==> src/adcr_pkg.sv <==
/*
  Package for the converter control and result unit: register indices,
  field positions, reset values, channel codes and timing counts.
  Assumes a plain register port with 8-bit data and one 100 MHz clock.
*/
package adcr_pkg;
  // Register offsets on the plain register port
  localparam logic [2:0] ADDR_STATUS_CONTROL = 3'h0;
  localparam logic [2:0] ADDR_RESULT_HIGH = 3'h1;
  localparam logic [2:0] ADDR_RESULT_LOW = 3'h2;
  localparam logic [2:0] ADDR_PIN_ENABLE = 3'h3;
  localparam logic [2:0] ADDR_CONTROL = 3'h4;
  // Status/control field positions
  localparam int DONE_BIT = 7;
  localparam int IRQ_EN_BIT = 6;
  localparam int CONT_BIT = 5;
  // Control register field positions
  localparam int EIGHT_BIT_POS = 6;
  localparam int JUSTIFY_POS = 5;
  localparam int SIGNED_POS = 4;
  // Reset values
  localparam logic [7:0] STATUS_CONTROL_RST = 8'h1f;
  localparam logic [7:0] PIN_ENABLE_RST = 8'h00;
  localparam logic [7:0] CONTROL_RST = 8'h00;
  // Channel codes
  localparam logic [4:0] CHAN_LAST_PIN = 5'h07;
  localparam logic [4:0] CHAN_REF_HIGH = 5'h1e;
  // Mux selector driven to the analog core
  localparam logic [1:0] MUX_PIN = 2'h0;
  localparam logic [1:0] MUX_REF_LOW = 2'h1;
  localparam logic [1:0] MUX_REF_HIGH = 2'h2;
  // Conversion length in conversion-clock cycles
  localparam logic [4:0] CONV_CYCLES = 5'h14;
  typedef enum logic [1:0] {
    ST_IDLE,
    ST_CONVERT
  } adcr_state_t;
endpackage

==> src/adcr_prescaler.sv <==
/*
  Conversion clock prescaler: emits one tick per conversion-clock period,
  which is the bus clock divided by (prescale_field + 1) * 2.
  Assumes the caller holds restart high when a conversion begins.
*/
`timescale 1ns/1ps
module adcr_prescaler
  import adcr_pkg::*;
(
  // Clock and reset
  input wire logic clk,
  input wire logic rst,
  // Control
  input wire logic restart,
  input wire logic [3:0] prescale_field,
  // Tick, one bus cycle per conversion-clock period
  output logic tick
);
  logic [4:0] count_r;
  logic [4:0] limit;

  // Period in bus cycles minus one
  assign limit = {prescale_field, 1'b1};
  assign tick = !restart && (count_r == limit);

  // Period counter
  always_ff @(posedge clk or posedge rst) begin
    if (rst) begin
      count_r <= 5'h00;
    end else if (restart || count_r == limit) begin
      count_r <= 5'h00;
    end else begin
      count_r <= count_r + 5'h01;
    end
  end
endmodule

==> src/adcr_top.sv <==
/*
  Control and result unit of a 10-bit converter: status/control, result,
  pin-enable and control registers, channel steering, conversion sequencing.
  Assumes an analog core that samples on conv_sample and presents a
  10-bit code that is stable by the end of the conversion interval.
*/
`timescale 1ns/1ps
module adcr_top
  import adcr_pkg::*;
(
  // Clock and reset
  input wire logic clk,
  input wire logic rst,
  // Register port
  input wire logic [2:0] reg_addr,
  input wire logic [7:0] reg_wdata,
  input wire logic reg_wr,
  input wire logic reg_rd,
  output logic [7:0] reg_rdata,
  // Interrupt request
  output logic conv_irq,
  // Analog core
  output logic conv_sample,
  output logic [1:0] conv_mux_sel,
  output logic [2:0] conv_pin_sel,
  input wire logic [9:0] conv_code
);
  logic [7:0] conv_status_control_r;
  logic [7:0] conv_pin_enable_r;
  logic [7:0] conv_control_reg_r;
  logic [7:0] conv_result_high_r;
  logic [7:0] conv_result_low_r;
  logic conversion_done_flag_r;
  adcr_state_t state_r;
  logic [4:0] cycle_r;
  logic [9:0] code_sync1_r;
  logic [9:0] code_sync2_r;
  logic tick;
  logic sc_write;
  logic pe_write;
  logic result_read;
  logic conv_end;
  logic [4:0] channel_select_field;
  logic pin_enable_bit;
  logic eight_bit_select;
  logic justify_select;
  logic signed_select;
  logic [9:0] code_eff;
  logic [7:0] high_nxt;
  logic [7:0] low_nxt;

  // Decoded strobes
  assign sc_write = reg_wr && (reg_addr == ADDR_STATUS_CONTROL);
  assign pe_write = reg_wr && (reg_addr == ADDR_PIN_ENABLE);
  assign result_read = reg_rd && (reg_addr == ADDR_RESULT_HIGH || reg_addr == ADDR_RESULT_LOW);
  assign channel_select_field = conv_status_control_r[4:0];
  assign eight_bit_select = conv_control_reg_r[EIGHT_BIT_POS];
  assign justify_select = conv_control_reg_r[JUSTIFY_POS];
  assign signed_select = conv_control_reg_r[SIGNED_POS];
  assign pin_enable_bit = conv_pin_enable_r[channel_select_field[2:0]];
  assign conv_end = (state_r == ST_CONVERT) && tick && (cycle_r == CONV_CYCLES - 5'h01);

  // Conversion clock divider
  adcr_prescaler u_prescaler (
    .clk(clk),
    .rst(rst),
    .restart(sc_write || pe_write || state_r == ST_IDLE),
    .prescale_field(conv_control_reg_r[3:0]),
    .tick(tick)
  );

  // Channel steering to the analog mux
  always_comb begin
    conv_pin_sel = channel_select_field[2:0];
    if (channel_select_field == CHAN_REF_HIGH) begin
      conv_mux_sel = MUX_REF_HIGH;
    end else if (channel_select_field > CHAN_LAST_PIN) begin
      conv_mux_sel = MUX_REF_LOW;
    end else if (!pin_enable_bit) begin
      conv_mux_sel = MUX_REF_LOW;
    end else begin
      conv_mux_sel = MUX_PIN;
    end
  end

  // Sample pulse at the start of every conversion
  assign conv_sample = (state_r == ST_CONVERT) && (cycle_r == 5'h00) && tick;

  // Core code arrives from the analog side, so it is resynchronised
  always_ff @(posedge clk or posedge rst) begin
    if (rst) begin
      code_sync1_r <= 10'h000;
      code_sync2_r <= 10'h000;
    end else begin
      code_sync1_r <= conv_code;
      code_sync2_r <= code_sync1_r;
    end
  end

  // Low reference always yields zero, whatever the core reports
  assign code_eff = (conv_mux_sel == MUX_REF_LOW) ? 10'h000 : code_sync2_r;

  // Result formatting
  always_comb begin
    high_nxt = 8'h00;
    low_nxt = 8'h00;
    if (eight_bit_select) begin
      high_nxt = code_eff[9:2];
      if (!justify_select && signed_select) begin
        high_nxt[7] = ~code_eff[9];
      end
    end else if (justify_select) begin
      high_nxt = {6'h00, code_eff[9:8]};
      low_nxt = code_eff[7:0];
    end else begin
      high_nxt = code_eff[9:2];
      low_nxt = {code_eff[1:0], 6'h00};
      if (signed_select) begin
        high_nxt[7] = ~code_eff[9];
      end
    end
  end

  // Status/control: software fields; done flag kept separately
  always_ff @(posedge clk or posedge rst) begin
    if (rst) begin
      conv_status_control_r <= STATUS_CONTROL_RST;
    end else if (sc_write) begin
      conv_status_control_r <= {1'b0, reg_wdata[6:0]};
    end
  end

  // Pin enables
  always_ff @(posedge clk or posedge rst) begin
    if (rst) begin
      conv_pin_enable_r <= PIN_ENABLE_RST;
    end else if (pe_write) begin
      conv_pin_enable_r <= reg_wdata;
    end
  end

  // Control register: resolution, justification, sign, prescale
  always_ff @(posedge clk or posedge rst) begin
    if (rst) begin
      conv_control_reg_r <= CONTROL_RST;
    end else if (reg_wr && reg_addr == ADDR_CONTROL) begin
      conv_control_reg_r <= reg_wdata;
    end
  end

  // Sequencer: write starts, pin-enable write aborts, continuous repeats
  always_ff @(posedge clk or posedge rst) begin
    if (rst) begin
      state_r <= ST_IDLE;
      cycle_r <= 5'h00;
    end else if (sc_write) begin
      state_r <= ST_CONVERT;
      cycle_r <= 5'h00;
    end else if (pe_write) begin
      state_r <= ST_IDLE;
      cycle_r <= 5'h00;
    end else begin
      case (state_r)
        ST_IDLE: begin
          cycle_r <= 5'h00;
        end
        ST_CONVERT: begin
          if (conv_end) begin
            cycle_r <= 5'h00;
            if (!conv_status_control_r[CONT_BIT]) begin
              state_r <= ST_IDLE;
            end // else keep converting
          end else if (tick) begin
            cycle_r <= cycle_r + 5'h01;
          end
        end
        default: begin
          state_r <= ST_IDLE;
          cycle_r <= 5'h00;
        end
      endcase
    end
  end

  // Result registers load only at conversion end; bus writes ignored
  always_ff @(posedge clk or posedge rst) begin
    if (rst) begin
      conv_result_high_r <= 8'h00;
      conv_result_low_r <= 8'h00;
    end else if (conv_end) begin
      conv_result_high_r <= high_nxt;
      conv_result_low_r <= low_nxt;
    end
  end

  // Done flag: completion wins over a result-read clear in the same cycle; a status/control write wins over completion
  always_ff @(posedge clk or posedge rst) begin
    if (rst) begin
      conversion_done_flag_r <= 1'b0;
    end else if (conv_end && !sc_write) begin
      conversion_done_flag_r <= 1'b1;
    end else if (sc_write) begin
      conversion_done_flag_r <= 1'b0;
    end else if (result_read) begin
      conversion_done_flag_r <= 1'b0;
    end
  end

  // Interrupt request follows the flag while enabled
  always_ff @(posedge clk or posedge rst) begin
    if (rst) begin
      conv_irq <= 1'b0;
    end else begin
      conv_irq <= conversion_done_flag_r && conv_status_control_r[IRQ_EN_BIT] && !sc_write;
    end
  end

  // Read data, one cycle after the strobe
  always_ff @(posedge clk or posedge rst) begin
    if (rst) begin
      reg_rdata <= 8'h00;
    end else if (reg_rd) begin
      case (reg_addr)
        ADDR_STATUS_CONTROL: reg_rdata <= {conversion_done_flag_r, conv_status_control_r[6:0]};
        ADDR_RESULT_HIGH: reg_rdata <= conv_result_high_r;
        ADDR_RESULT_LOW: reg_rdata <= conv_result_low_r;
        ADDR_PIN_ENABLE: reg_rdata <= conv_pin_enable_r;
        ADDR_CONTROL: reg_rdata <= conv_control_reg_r;
        default: reg_rdata <= 8'h00;
      endcase
    end else begin
      reg_rdata <= 8'h00;
    end
  end
endmodule

==> config.mk <==
export PLATFORM = sky130hd
export DESIGN_NAME = adcr_top
export DESIGN_NICKNAME = d
export VERILOG_FILES = /design/src/adcr_pkg.sv /design/src/adcr_prescaler.sv /design/src/adcr_top.sv
export SDC_FILE = /design/constraint.sdc
export NUM_CORES = 1
export LEC_CHECK = 0
export BUFFER_PORTS_ARGS = -buffer_cell sky130_fd_sc_hd__buf_2
export CAP_MARGIN = 30
export CORE_MARGIN = 2
export CORE_UTILIZATION = 40
export CTS_BUF_LIST = sky130_fd_sc_hd__clkbuf_16
export CTS_CLUSTER_DIAMETER = 60
export DETAILED_ROUTE_END_ITERATION = 10
export HOLD_SLACK_MARGIN = 0.05
export PLACE_DENSITY = 0.66
export SLEW_MARGIN = 10
export SYNTH_ARGS = -nofsm -noshare
export SYNTH_HDL_FRONTEND = slang
export SYNTH_SLANG_ARGS = --single-unit
==> constraint.sdc <==
create_clock -name clk -period 4.98 [get_ports clk]
set_clock_uncertainty 0.2 [all_clocks]
set_input_delay 0 -clock clk [delete_from_list [all_inputs] [get_ports clk]]
set_output_delay 0 -clock clk [all_outputs]
set_load 0.01 [all_outputs]
== Word-level counts from Yosys, hierarchy flattened ==
Index checks and enable logic that the tools add are counted.

* Bits of input ports: 25
* Memories kept: 0
* ROM bits: 0
* Latch bits: 0
* Flip-flop bits (word level): 81
* RAM bits: 0

* Add/subtract/negate cells: 2
* Equal/unequal tests: 13
* Magnitude comparators: 2
* Bitwise operators: 1
* Shifts and indexed selects: 0
* Multiplexer cells: 28
* Divide/modulo/power cells: 0
* $mul: 0
* Reduce and logical (&&, ||, !) cells: 25

{| class="wikitable"
|+ Operator list
! cell !! number
|-
| $mux 8 || 5
|-
| $pmux 8 s5 || 1
|-
| $mux 5 || 6
|-
| $logic_and 1x1->1 || 13
|-
| $add 5x1->5 const B || 2
|-
| $eq 5x5->1 const B || 2
|-
| $mux 10 || 1
|-
| $mux 2 || 5
|-
| $mux 1 || 8
|-
| $ne 4x4->1 const B || 2
|-
| $eq 3x2->1 const B || 2
|-
| $eq 5x5->1 || 1
|-
| $gt 5x3->1 const B || 1
|-
| $logic_not 5->1 || 1
|-
| $ne 5x5->1 const B || 1
|-
| $eq 2x1->1 const B || 2
|-
| $logic_or 1x1->1 || 4
|-
| $lt 3x4->1 const B || 1
|-
| $pmux 2 s2 || 1
|-
| $bmux 1 s3 || 1
|-
| $eq 3x1->1 const B || 1
|-
| $eq 3x3->1 const B || 1
|-
| $logic_not 1->1 || 3
|-
| $logic_not 3->1 || 1
|-
| 5 further kinds || 5
|}

== Depth between registers and ports, before layout ==
Gate-level depths: netlist (run 1).

* Word-level depth: 12
* Mapped depth: 7
* Gate-level depth less buffers: 4

== Hierarchy ==
A second synthesis (run 1) with hierarchy kept.

* Cell total of the unflattened synthesis: 289
* Area total of the unflattened synthesis: 3475.8 µm²

{| class="wikitable"
|+ Modules (own cells, without submodules)
! module !! cells an instance !! area an instance (µm²) !! seq. area each (µm²) !! times used
|-
| adcr_top || 256 || 3153.0 || 1883.1 || 1
|-
| adcr_prescaler || 33 || 322.8 || 125.1 || 1
|}

== Worst setup path before layout (run 1) ==
No wires, ideal clock.

* Path type: flip-flop to flip-flop
* From: reg conv_status_control_r[0]
* To: reg conv_result_high_r[0]
* Stages on the path, launching flop included: 7
* Period minus slack after synthesis: 2.192 ns
* Slack: 2.788 ns
* Data required time: 4.648 ns
* Arrival: 1.859 ns
* Setup time: 0.132 ns
* Cells stage by stage: dfstp_2 -> buf_2 -> mux2_1 -> o221a_2 -> a21oi_2 -> buf_4 -> o31ai_1

* Longest elaborated chain between the ends: 9
* Elaborated cells between the ends (all ways): 11
* Those cells by class: 1 x order compare; 2 x eq/ne; 8 x mux

{| class="wikitable"
|+ Ends and longest elaborated chain
! what !! RTL line !! text
|-
| start, declared || adcr_top.sv:28 || <nowiki>logic [7:0] conv_status_control_r;</nowiki>
|-
| start signal, assigned || adcr_top.sv:129 || <nowiki>conv_status_control_r <= {1'b0, reg_wdata[6:0]};</nowiki>
|-
| $bmux 1 s3 || adcr_top.sv:60 || <nowiki>assign pin_enable_bit = conv_pin_enable_r[channel_select_field[2:0]];</nowiki>
|-
| $mux 1 (not written as such) || adcr_top.sv:60 ||
|-
| $mux 1 || adcr_top.sv:79 || <nowiki>end else if (!pin_enable_bit) begin</nowiki>
|-
| $mux 1 || adcr_top.sv:77 || <nowiki>end else if (channel_select_field > CHAN_LAST_PIN) begin</nowiki>
|-
| $mux 2 * || adcr_top.sv:75 || <nowiki>if (channel_select_field == CHAN_REF_HIGH) begin</nowiki>
|-
| net conv_mux_sel[0] || adcr_top.sv:24 || <nowiki>output logic [1:0] conv_mux_sel,</nowiki>
|-
| $eq 2x1->1 * || adcr_top.sv:101 || <nowiki>assign code_eff = (conv_mux_sel == MUX_REF_LOW) ? 10'h000 : code_sync2_r;</nowiki>
|-
| $mux 10 * || adcr_top.sv:101 ||
|-
| $mux 8 || adcr_top.sv:112 || <nowiki>end else if (justify_select) begin</nowiki>
|-
| $mux 8 * || adcr_top.sv:107 || <nowiki>if (eight_bit_select) begin</nowiki>
|-
| end signal, assigned || adcr_top.sv:191 || <nowiki>conv_result_high_r <= high_nxt;</nowiki>
|-
| end, declared || adcr_top.sv:31 || <nowiki>logic [7:0] conv_result_high_r;</nowiki>
|}

The timed path passes the listed nets; every way through them passes the cells marked *. The select of a mux whose other input is x is not followed.
A chain may end at the register's enable or synchronous reset.

== Final worst setup path (run 1) ==
* From: reg conv_status_control_r[0]
* To: out conv_mux_sel[0]

* Longest elaborated chain between the ends: 5
* Elaborated cells between the ends (all ways): 7
* Those cells by class: 1 x order compare; 1 x eq/ne; 5 x mux

{| class="wikitable"
|+ Ends and longest elaborated chain
! what !! RTL line
|-
| $bmux 1 s3 || adcr_top.sv:60
|-
| $mux 1 (not written as such) || adcr_top.sv:60
|-
| $mux 1 || adcr_top.sv:79
|-
| $mux 1 || adcr_top.sv:77
|-
| $mux 2 * || adcr_top.sv:75
|-
| end, declared || adcr_top.sv:24
|}

Mark *: on every way between the ends. The rest lies on a longest branch, timed or not. The select of a mux whose other input is x is not followed.

==> impl_metrics.env, run 1 <==
export IMPL_antenna_found_initial=0
export IMPL_clkSinkCount=80
export IMPL_layout_commonest_cell="dfrtp_1"
export IMPL_reg2regPathDepth=4
export IMPL_ctsHtreeMaxLevel=3
export IMPL_layout_nets=400
export IMPL_finalCoreUtilization_pct=49.9
export IMPL_grt_max_degree=81
export IMPL_ys_ff_latch=80
export IMPL_slowest_delay_ns=0.74
export IMPL_finalCriticalPeriod_ns=2.87
export IMPL_crit_arrival_ns=2.67
export IMPL_row_count=35
export IMPL_yosys_area_top_type="dfrtp_1"
export IMPL_rsz0062_at_grt="false"
export IMPL_portBuffers=39
export IMPL_drive_above_1_share_pct=29.7
export IMPL_timing_setup_tns_ns=0
export IMPL_p_leak_uw=0.00198
export IMPL_syn_num_nets=344
export IMPL_grt_overflow_total=0
export IMPL_worstSetupPathType="flop to primary output"
export IMPL_cts_buffer_depth=2
export IMPL_max_slew_margin_rel_pct=35.4
export IMPL_start_kind="flop"
export IMPL_initial_core_util_pct=40.8
export IMPL_crit_buf_inv=1
export IMPL_drc=0
export IMPL_wire_per_inst_um=17.4
export IMPL_cp_max_fo=16
export IMPL_cts_resized=0
export IMPL_cpLargestDelayFamily="compound AO/OA/AOI/OAI gates"
export IMPL_finalMaxSlewViolations=0
export IMPL_core_mm2=0.00915
export IMPL_postCtsSetupBuffers=0
export IMPL_r2r_end="conv_result_high_r[3]$_DFFE_PP0P_"
export IMPL_outcome="completed"
export IMPL_die_h_um=101
export IMPL_area_growth_pct=22.2
export IMPL_syn_area_per_cell_um2=11.8
export IMPL_rrSetupSlack_ns=2.39
export IMPL_grt_pass1_wl_mm=13.4
export IMPL_slowest_stage="a21oi_2"
export IMPL_drtIter0Drc=164
export IMPL_dp_hpwl_mm=5.65
export IMPL_place_congestion=0.872
export IMPL_grt_util_all_layers_pct=17.2
export IMPL_wl_mm=8.47
export IMPL_seq_area_frac_synth_pct=53.7
export IMPL_p_per_area_mw_per_mm2=393
export IMPL_syn_inst=316
export IMPL_path_clk_slew_ns=0.06
export IMPL_cts_tree="built"
export IMPL_ant_nets=0
export IMPL_synth_cell_types=50
export IMPL_diodes=0
export IMPL_finalInstanceArea_mm2=0.00457
export IMPL_num_vias=2757
export IMPL_io_pins=40
export IMPL_hold_viol=0
export IMPL_place_area_mm2=0.00396
export IMPL_fillerInstances=805
export IMPL_finalCritPeriodShare_pct=57.6
export IMPL_syn_area_mm2=0.00374
export IMPL_yosysWarnings=0
export IMPL_cts_made_buffers=9
export IMPL_synth_top_cell_area_share_pct=50.2
export IMPL_clk_latency_ns=0.34
export IMPL_min_path_type="input port to async pin"
export IMPL_timing_fmax_mhz=349
export IMPL_ir_worst_vdd_v=0.000216
export IMPL_viasPerCell=5.65
export IMPL_endpoint_kind="primary output"
export IMPL_setup_viol=0
export IMPL_hold_buffers=24
export IMPL_r2r_start="conv_control_reg_r[3]$_DFFE_PP0P_"
export IMPL_ys_top_cells_by_area="dfrtp_1 (50%), mux2_2 (9.6%), o31ai_1 (5.2%)"
export IMPL_tightest_slew_ns=0.969
export IMPL_cp_required_ns=4.78
export IMPL_layout_common_cells="dfrtp_1 (75), buf_2 (39), mux2_2 (32)"
export IMPL_die_w_um=101
export IMPL_clockRootBuffer="clkbuf_16"
export IMPL_path_cells="mux2_1 -> o221a_2 -> a21oi_2 -> buf_2"
export IMPL_grt_pass1_vias=2542
export IMPL_cap_violations=0
export IMPL_dr_pass1_iters=5
export IMPL_dieArea_mm2=0.0101
==> flip-flops by register name (all words and copies together), names as in the netlist <==
register                flops
reg_rdata                   8
conv_result_high_r          8
code_sync1_r               10
conv_irq                    1
conversion_done_flag_r      1
conv_control_reg_r          8
state_r                     1
cycle_r                     5
conv_pin_enable_r           8
conv_result_low_r           8
u_prescaler.count_r         5
code_sync2_r               10
conv_status_control_r       7
==> where the power goes <==
part,total (uW),internal (uW),switching [uW],leakage (uW)
logic,321,143,178,0.000818
clock network,687,434,253,0.000150
registers,787,719,68.4,0.00101
total,1800,1300,499,0.00198
==> worst max-delay path by stage <==
stage	slack (ns)	start	cells after the start	to
2_1_floorplan	2.74	rst	1	code_sync1_r[0]$_DFF_PP0_
3_3_place_gp	2.17	u_prescaler.count_r[2]$_DFF_PP0_	4	conv_result_high_r[0]$_DFFE_PP0P_
3_5_place_dp	2.07	u_prescaler.count_r[2]$_DFF_PP0_	4	conv_result_low_r[2]$_DFFE_PP0P_
4_1_cts	2.05	u_prescaler.count_r[2]$_DFF_PP0_	4	conv_result_low_r[2]$_DFFE_PP0P_
5_1_grt	2.03	conv_status_control_r[0]$_DFFE_PP1N_	4	conv_mux_sel[0]
6_report	2.11	conv_status_control_r[0]$_DFFE_PP1N_	4	conv_mux_sel[0]
==> cells in the mapped netlist (all sizes together) <==
library cell and instances:
a21boi 1, a21oi 6, a22oi 17, a311oi 1, a31o 1, a31oi 1
and2 11, and3 4, and3b 1, buf 14, clkbuf 9, dfrtp 75
dfstp 5, ha 3, inv 6, mux2 33, mux2i 6, nand2 15
nand2b 5, nand3 9, nand4 3, nand4b 1, nor2 12, nor2b 6
nor3 2, nor3b 1, o2111ai 1, o21ai 7, o221a 1, o22ai 8
o311ai 1, o31ai 33, o41a 1, or2 2, or3 1, or4 4
xnor2 6, xor2 3
==> kinds of logic (layout without fill, tap and decap cells) <==
logic type | Yosys count | in the layout | share of synthesized area (%)
mux | 39 | 39 | 11.6
fa+ha+maj | 3 | 3 | 1.00
xor+xnor | 9 | 9 | 2.31
flops | 80 | 80 | 53.7
simple gates | 77 | 77 | 11.4
compound gates | 79 | 79 | 16.1
buf+inv | 29 | 90 | 3.95
==> cell type report <==
| type | count | area [um2] | area share [%] |
|---|---|---|---|
| clock inverter | 7 | 87.6 | 1.92 |
| sequential | 80 | 2010 | 44.0 |
| clock buffer | 9 | 225 | 4.93 |
| timing repair buffer | 68 | 500 | 11.0 |
| inverter | 6 | 23.8 | 0.521 |
| multi-input combinational | 207 | 1580 | 34.6 |
| tap | 111 | 139 | 3.04 |
==> layer usage <==
metal / vias up / track usage, % / part of all wire [%]
met3: 14 / 4.16 / 5.9
met5: - / 0 / 0
met1: 1364 / 24.8 / 45
li1: 1276 / - / -
met2: 103 / 25.5 / 47
met4: 0 / 5.58 / 1.8
==> per-stage QoR <==
stage	hold WS, ns	setup slack (ns)	cells	total power, uW
global route	0.0852	2.03	488	1870
detailed placement	-0.0907	2.07	445	1090
global placement	-0.0927	2.17	445	1080
finish	0.0568	2.11	488	1800
CTS	0.0939	2.05	485	1790
floorplan	-0.169	2.74	316	1010
==> tightest hold or removal path: stages <==
cell and delay (ns):
dlygate4sd3_1 0.53, buf_2 0.12, clkinv_2 0.03, buf_4 0.31
(Power assumes the default switching activity.)
==> inputs of run 2 (changes only) <==
Settings changed: ABC_AREA set to 1, PLACE_DENSITY 0.66 to 0.68.
Clock period 4.98 ns to 2.5 ns, I/O delays scaled along.
==> run 2 against run 1 <==
Effect of this change:
- via count grew 4.0%
- sequential cell count stayed put
- synthesized area fell by 6.0%
- combinational power increased by 87%
- global-route usage about the same
- sequential power grew 98%
- die area down 5.8%
- core utilization up 0.75 points
- largest cell class unchanged
- highest routed layer unchanged
==> impl_metrics.env, run 2 <==
export IMPL_syn_num_nets=412
export IMPL_synth_main_ff_cell="dfrtp_1"
export IMPL_use_met2_pct=27.7
export IMPL_drive_above_1_share_pct=17.2
export IMPL_cp_depth=9
export IMPL_synth_top_family_by_area="simple AND/OR/NAND/NOR gates"
export IMPL_syn_area_per_cell_um2=9.15
export IMPL_clockRootBuffer="clkbuf_16"
export IMPL_setup_viol=0
export IMPL_tightest_slew_ns=0.676
export IMPL_layout_nets=483
export IMPL_ant_nets=0
export IMPL_cap_violations=0
export IMPL_synth_xor_area_share_pct=0.499
export IMPL_p_leak_uw=0.00222
export IMPL_hold_buffers=29
export IMPL_grt_pass1_wl_mm=13.0
export IMPL_max_slew_margin_rel_pct=54.9
export IMPL_viasPerCell=5.05
export IMPL_row_count=34
export IMPL_syn_inst=384
export IMPL_core_mm2=0.00864
export IMPL_path_cells="inv_1 -> nand2_1 -> nand3_1 -> nand2_1 -> nand2_1 -> nand3_1 -> nand2_1 -> inv_1 -> buf_2"
export IMPL_synth_cell_types=32
export IMPL_min_path_type="input port to async pin"
export IMPL_slowest_stage="dfstp_2"
export IMPL_finalCriticalPeriod_ns=2.21
export IMPL_endpoint_kind="primary output"
export IMPL_grt_pass1_vias=2724
export IMPL_seq_area_frac_synth_pct=57.2
export IMPL_worst_path_most_repeated_cell="nand2_1"
export IMPL_pre_cts_ws_ns=0.486
export IMPL_yosys_top_cells_count="nand2_1 (87), dfrtp_1 (75), inv_1 (56)"
export IMPL_cts_tree="built"
export IMPL_synth_top_cell_area_share_pct=53.4
export IMPL_fin_ws_ns=0.293
export IMPL_grt_util_all_layers_pct=17.2
export IMPL_fillerInstances=776
export IMPL_synthArstFlopShare_pct=100
export IMPL_diodes=0
export IMPL_drtIter0Drc=201
export IMPL_layout_common_cells="nand2_1 (87), dfrtp_1 (75), inv_1 (55)"
export IMPL_worstSetupPathType="flop to primary output"
export IMPL_finalCritPeriodShare_pct=88.3
export IMPL_reg_largest_list="code_sync1_r (10), code_sync2_r (10)"
export IMPL_p_per_area_mw_per_mm2=772
export IMPL_synthSimpleGateAreaFrac_pct=21.8
export IMPL_ys_ff_latch=80
export IMPL_cts_resized=0
export IMPL_syn_area_mm2=0.00351
export IMPL_rsz0062_at_grt="false"
export IMPL_synth_edff_count=0
export IMPL_dieArea_mm2=0.00955
export IMPL_grtUsageMet1_pct=23.0
export IMPL_portBuffers=39
export IMPL_place_area_mm2=0.00380
export IMPL_io_pins=40
export IMPL_drc=0
export IMPL_crit_arrival_ns=2.01
export IMPL_layout_commonest_cell="nand2_1"
export IMPL_synthAdderAreaFrac_pct=1.07
export IMPL_grt_max_degree=45
export IMPL_grt_most_used_layer="met2"
export IMPL_yosys_area_top_type="dfrtp_1"
export IMPL_die_h_um=97.7
export IMPL_antenna_found_initial=0
export IMPL_num_vias=2868
export IMPL_cp_max_fo=12
export IMPL_cp_required_ns=2.30
export IMPL_hold_viol=0
export IMPL_place_congestion=0.910
export IMPL_cts_buffer_depth=2
export IMPL_yosys_cell_count_top_type="nand2_1"
export IMPL_synth_compound_area_share_pct=11.1
export IMPL_crit_buf_inv=3
export IMPL_start_kind="flop"
export IMPL_initial_core_util_pct=40.7
export IMPL_outcome="completed"
export IMPL_dr_pass1_iters=4
export IMPL_finalMaxSlewViolations=0
export IMPL_rrSetupSlack_ns=0.43
export IMPL_ir_worst_vdd_v=0.000286
export IMPL_clk_latency_ns=0.33
export IMPL_area_growth_pct=24.5
export IMPL_timing_setup_tns_ns=0
export IMPL_dp_hpwl_mm=5.50
export IMPL_finalInstanceArea_mm2=0.00437
export IMPL_timing_fmax_mhz=453
export IMPL_reg2regPathDepth=11
export IMPL_hold_ws_ns=0.0992
export IMPL_use_met3_pct=2.95
export IMPL_muxShareOfSynthArea_pct=0
export IMPL_cts_made_buffers=9
export IMPL_slowest_delay_ns=0.59
export IMPL_postCtsSetupBuffers=0
export IMPL_wl_mm=7.84
export IMPL_ys_top_cells_by_area="dfrtp_1 (53%), nand2_1 (9.3%), inv_1 (6.0%)"
export IMPL_ctsHtreeMaxLevel=3
export IMPL_die_w_um=97.7
export IMPL_yosysWarnings=0
export IMPL_clkSinkCount=80
export IMPL_cpLargestDelayFamily="simple AND/OR/NAND/NOR gates"
export IMPL_wire_per_inst_um=13.8
export IMPL_grt_overflow_total=0
export IMPL_path_clk_slew_ns=0.06
==> run 2: worst reg2reg max path, cell delays in order, from the launching register on <==
cell and delay (ns):
dfstp_2 0.59, inv_1 0.13, nand2_1 0.08, nand3_1 0.06
nand2_1 0.07, nand2_1 0.05, nand3_1 0.16, nand2_1 0.28
nand2_1 0.15, nand2_1 0.06, nand3_1 0.07, nand2_1 0.06
==> run 2: layout make-up <==
cell class,instances,area (um2),area share (%)
Clock buffer,9,225,5.15
Clock inverter,7,53.8,1.23
Inverter,60,226,5.18
Multi-Input combinational cell,234,1210,27.7
Sequential cell,80,2010,45.9
Tap cell,108,135,3.09
Timing Repair Buffer,70,513,11.7
==> run 2: cell families (layout without fill, tap and decap cells) <==
logic type,Yosys count,count (layout)
AO/OA/AOI/OAI,66,66
XOR/XNOR,2,2
adder cells (fa/ha/maj),3,3
buffers and inverters,70,146
flip-flops,80,80
AND/OR/NAND/NOR,163,163
==> run 2: final timing paths <==
| kind | from | end |
|---|---|---|
| worst max-delay path | conv_status_control_r[0]$_DFFE_PP1N_ | conv_mux_sel[0] |
| worst min-delay path | rst | cycle_r[1]$_DFFE_PP0P_ |
| worst max register to register | conv_status_control_r[0]$_DFFE_PP1N_ | conv_result_high_r[7]$_DFFE_PP0P_ |
| worst min register to register | code_sync1_r[9]$_DFF_PP0_ | code_sync2_r[9]$_DFF_PP0_ |
| max in group asynchronous | rst | conv_result_low_r[6]$_DFFE_PP0P_ |
| min in group clk | conv_code[7] | code_sync1_r[7]$_DFF_PP0_ |
==> run 2: power by group <==
group	leakage (uW)	total (uW)	internal (uW)	switching, uW
sequential	0.000990	1560	1440	113
clock	0.000141	1220	682	538
combinational	0.00109	600	232	368
total	0.00222	3380	2360	1020
==> run 2: routing by layer <==
| layer | wire length [um] | vias up |
|---|---|---|
| li1 | - | 1380 |
| met1 | 3470 | 1398 |
| met2 | 3820 | 79 |
| met3 | 372 | 11 |
| met4 | 166 | 0 |
| met5 | 0 | - |
==> run 2: stage by stage <==
step / std cells / total power (uW) / utilization (%)
after CTS: 568 / 3410 / 50.6
after global placement: 523 / 2110 / 44.0
after global routing: 568 / 3570 / 50.6
final: 568 / 3380 / 50.6
after detailed placement: 523 / 2130 / 44.0
after floorplan: 384 / 1980 / -
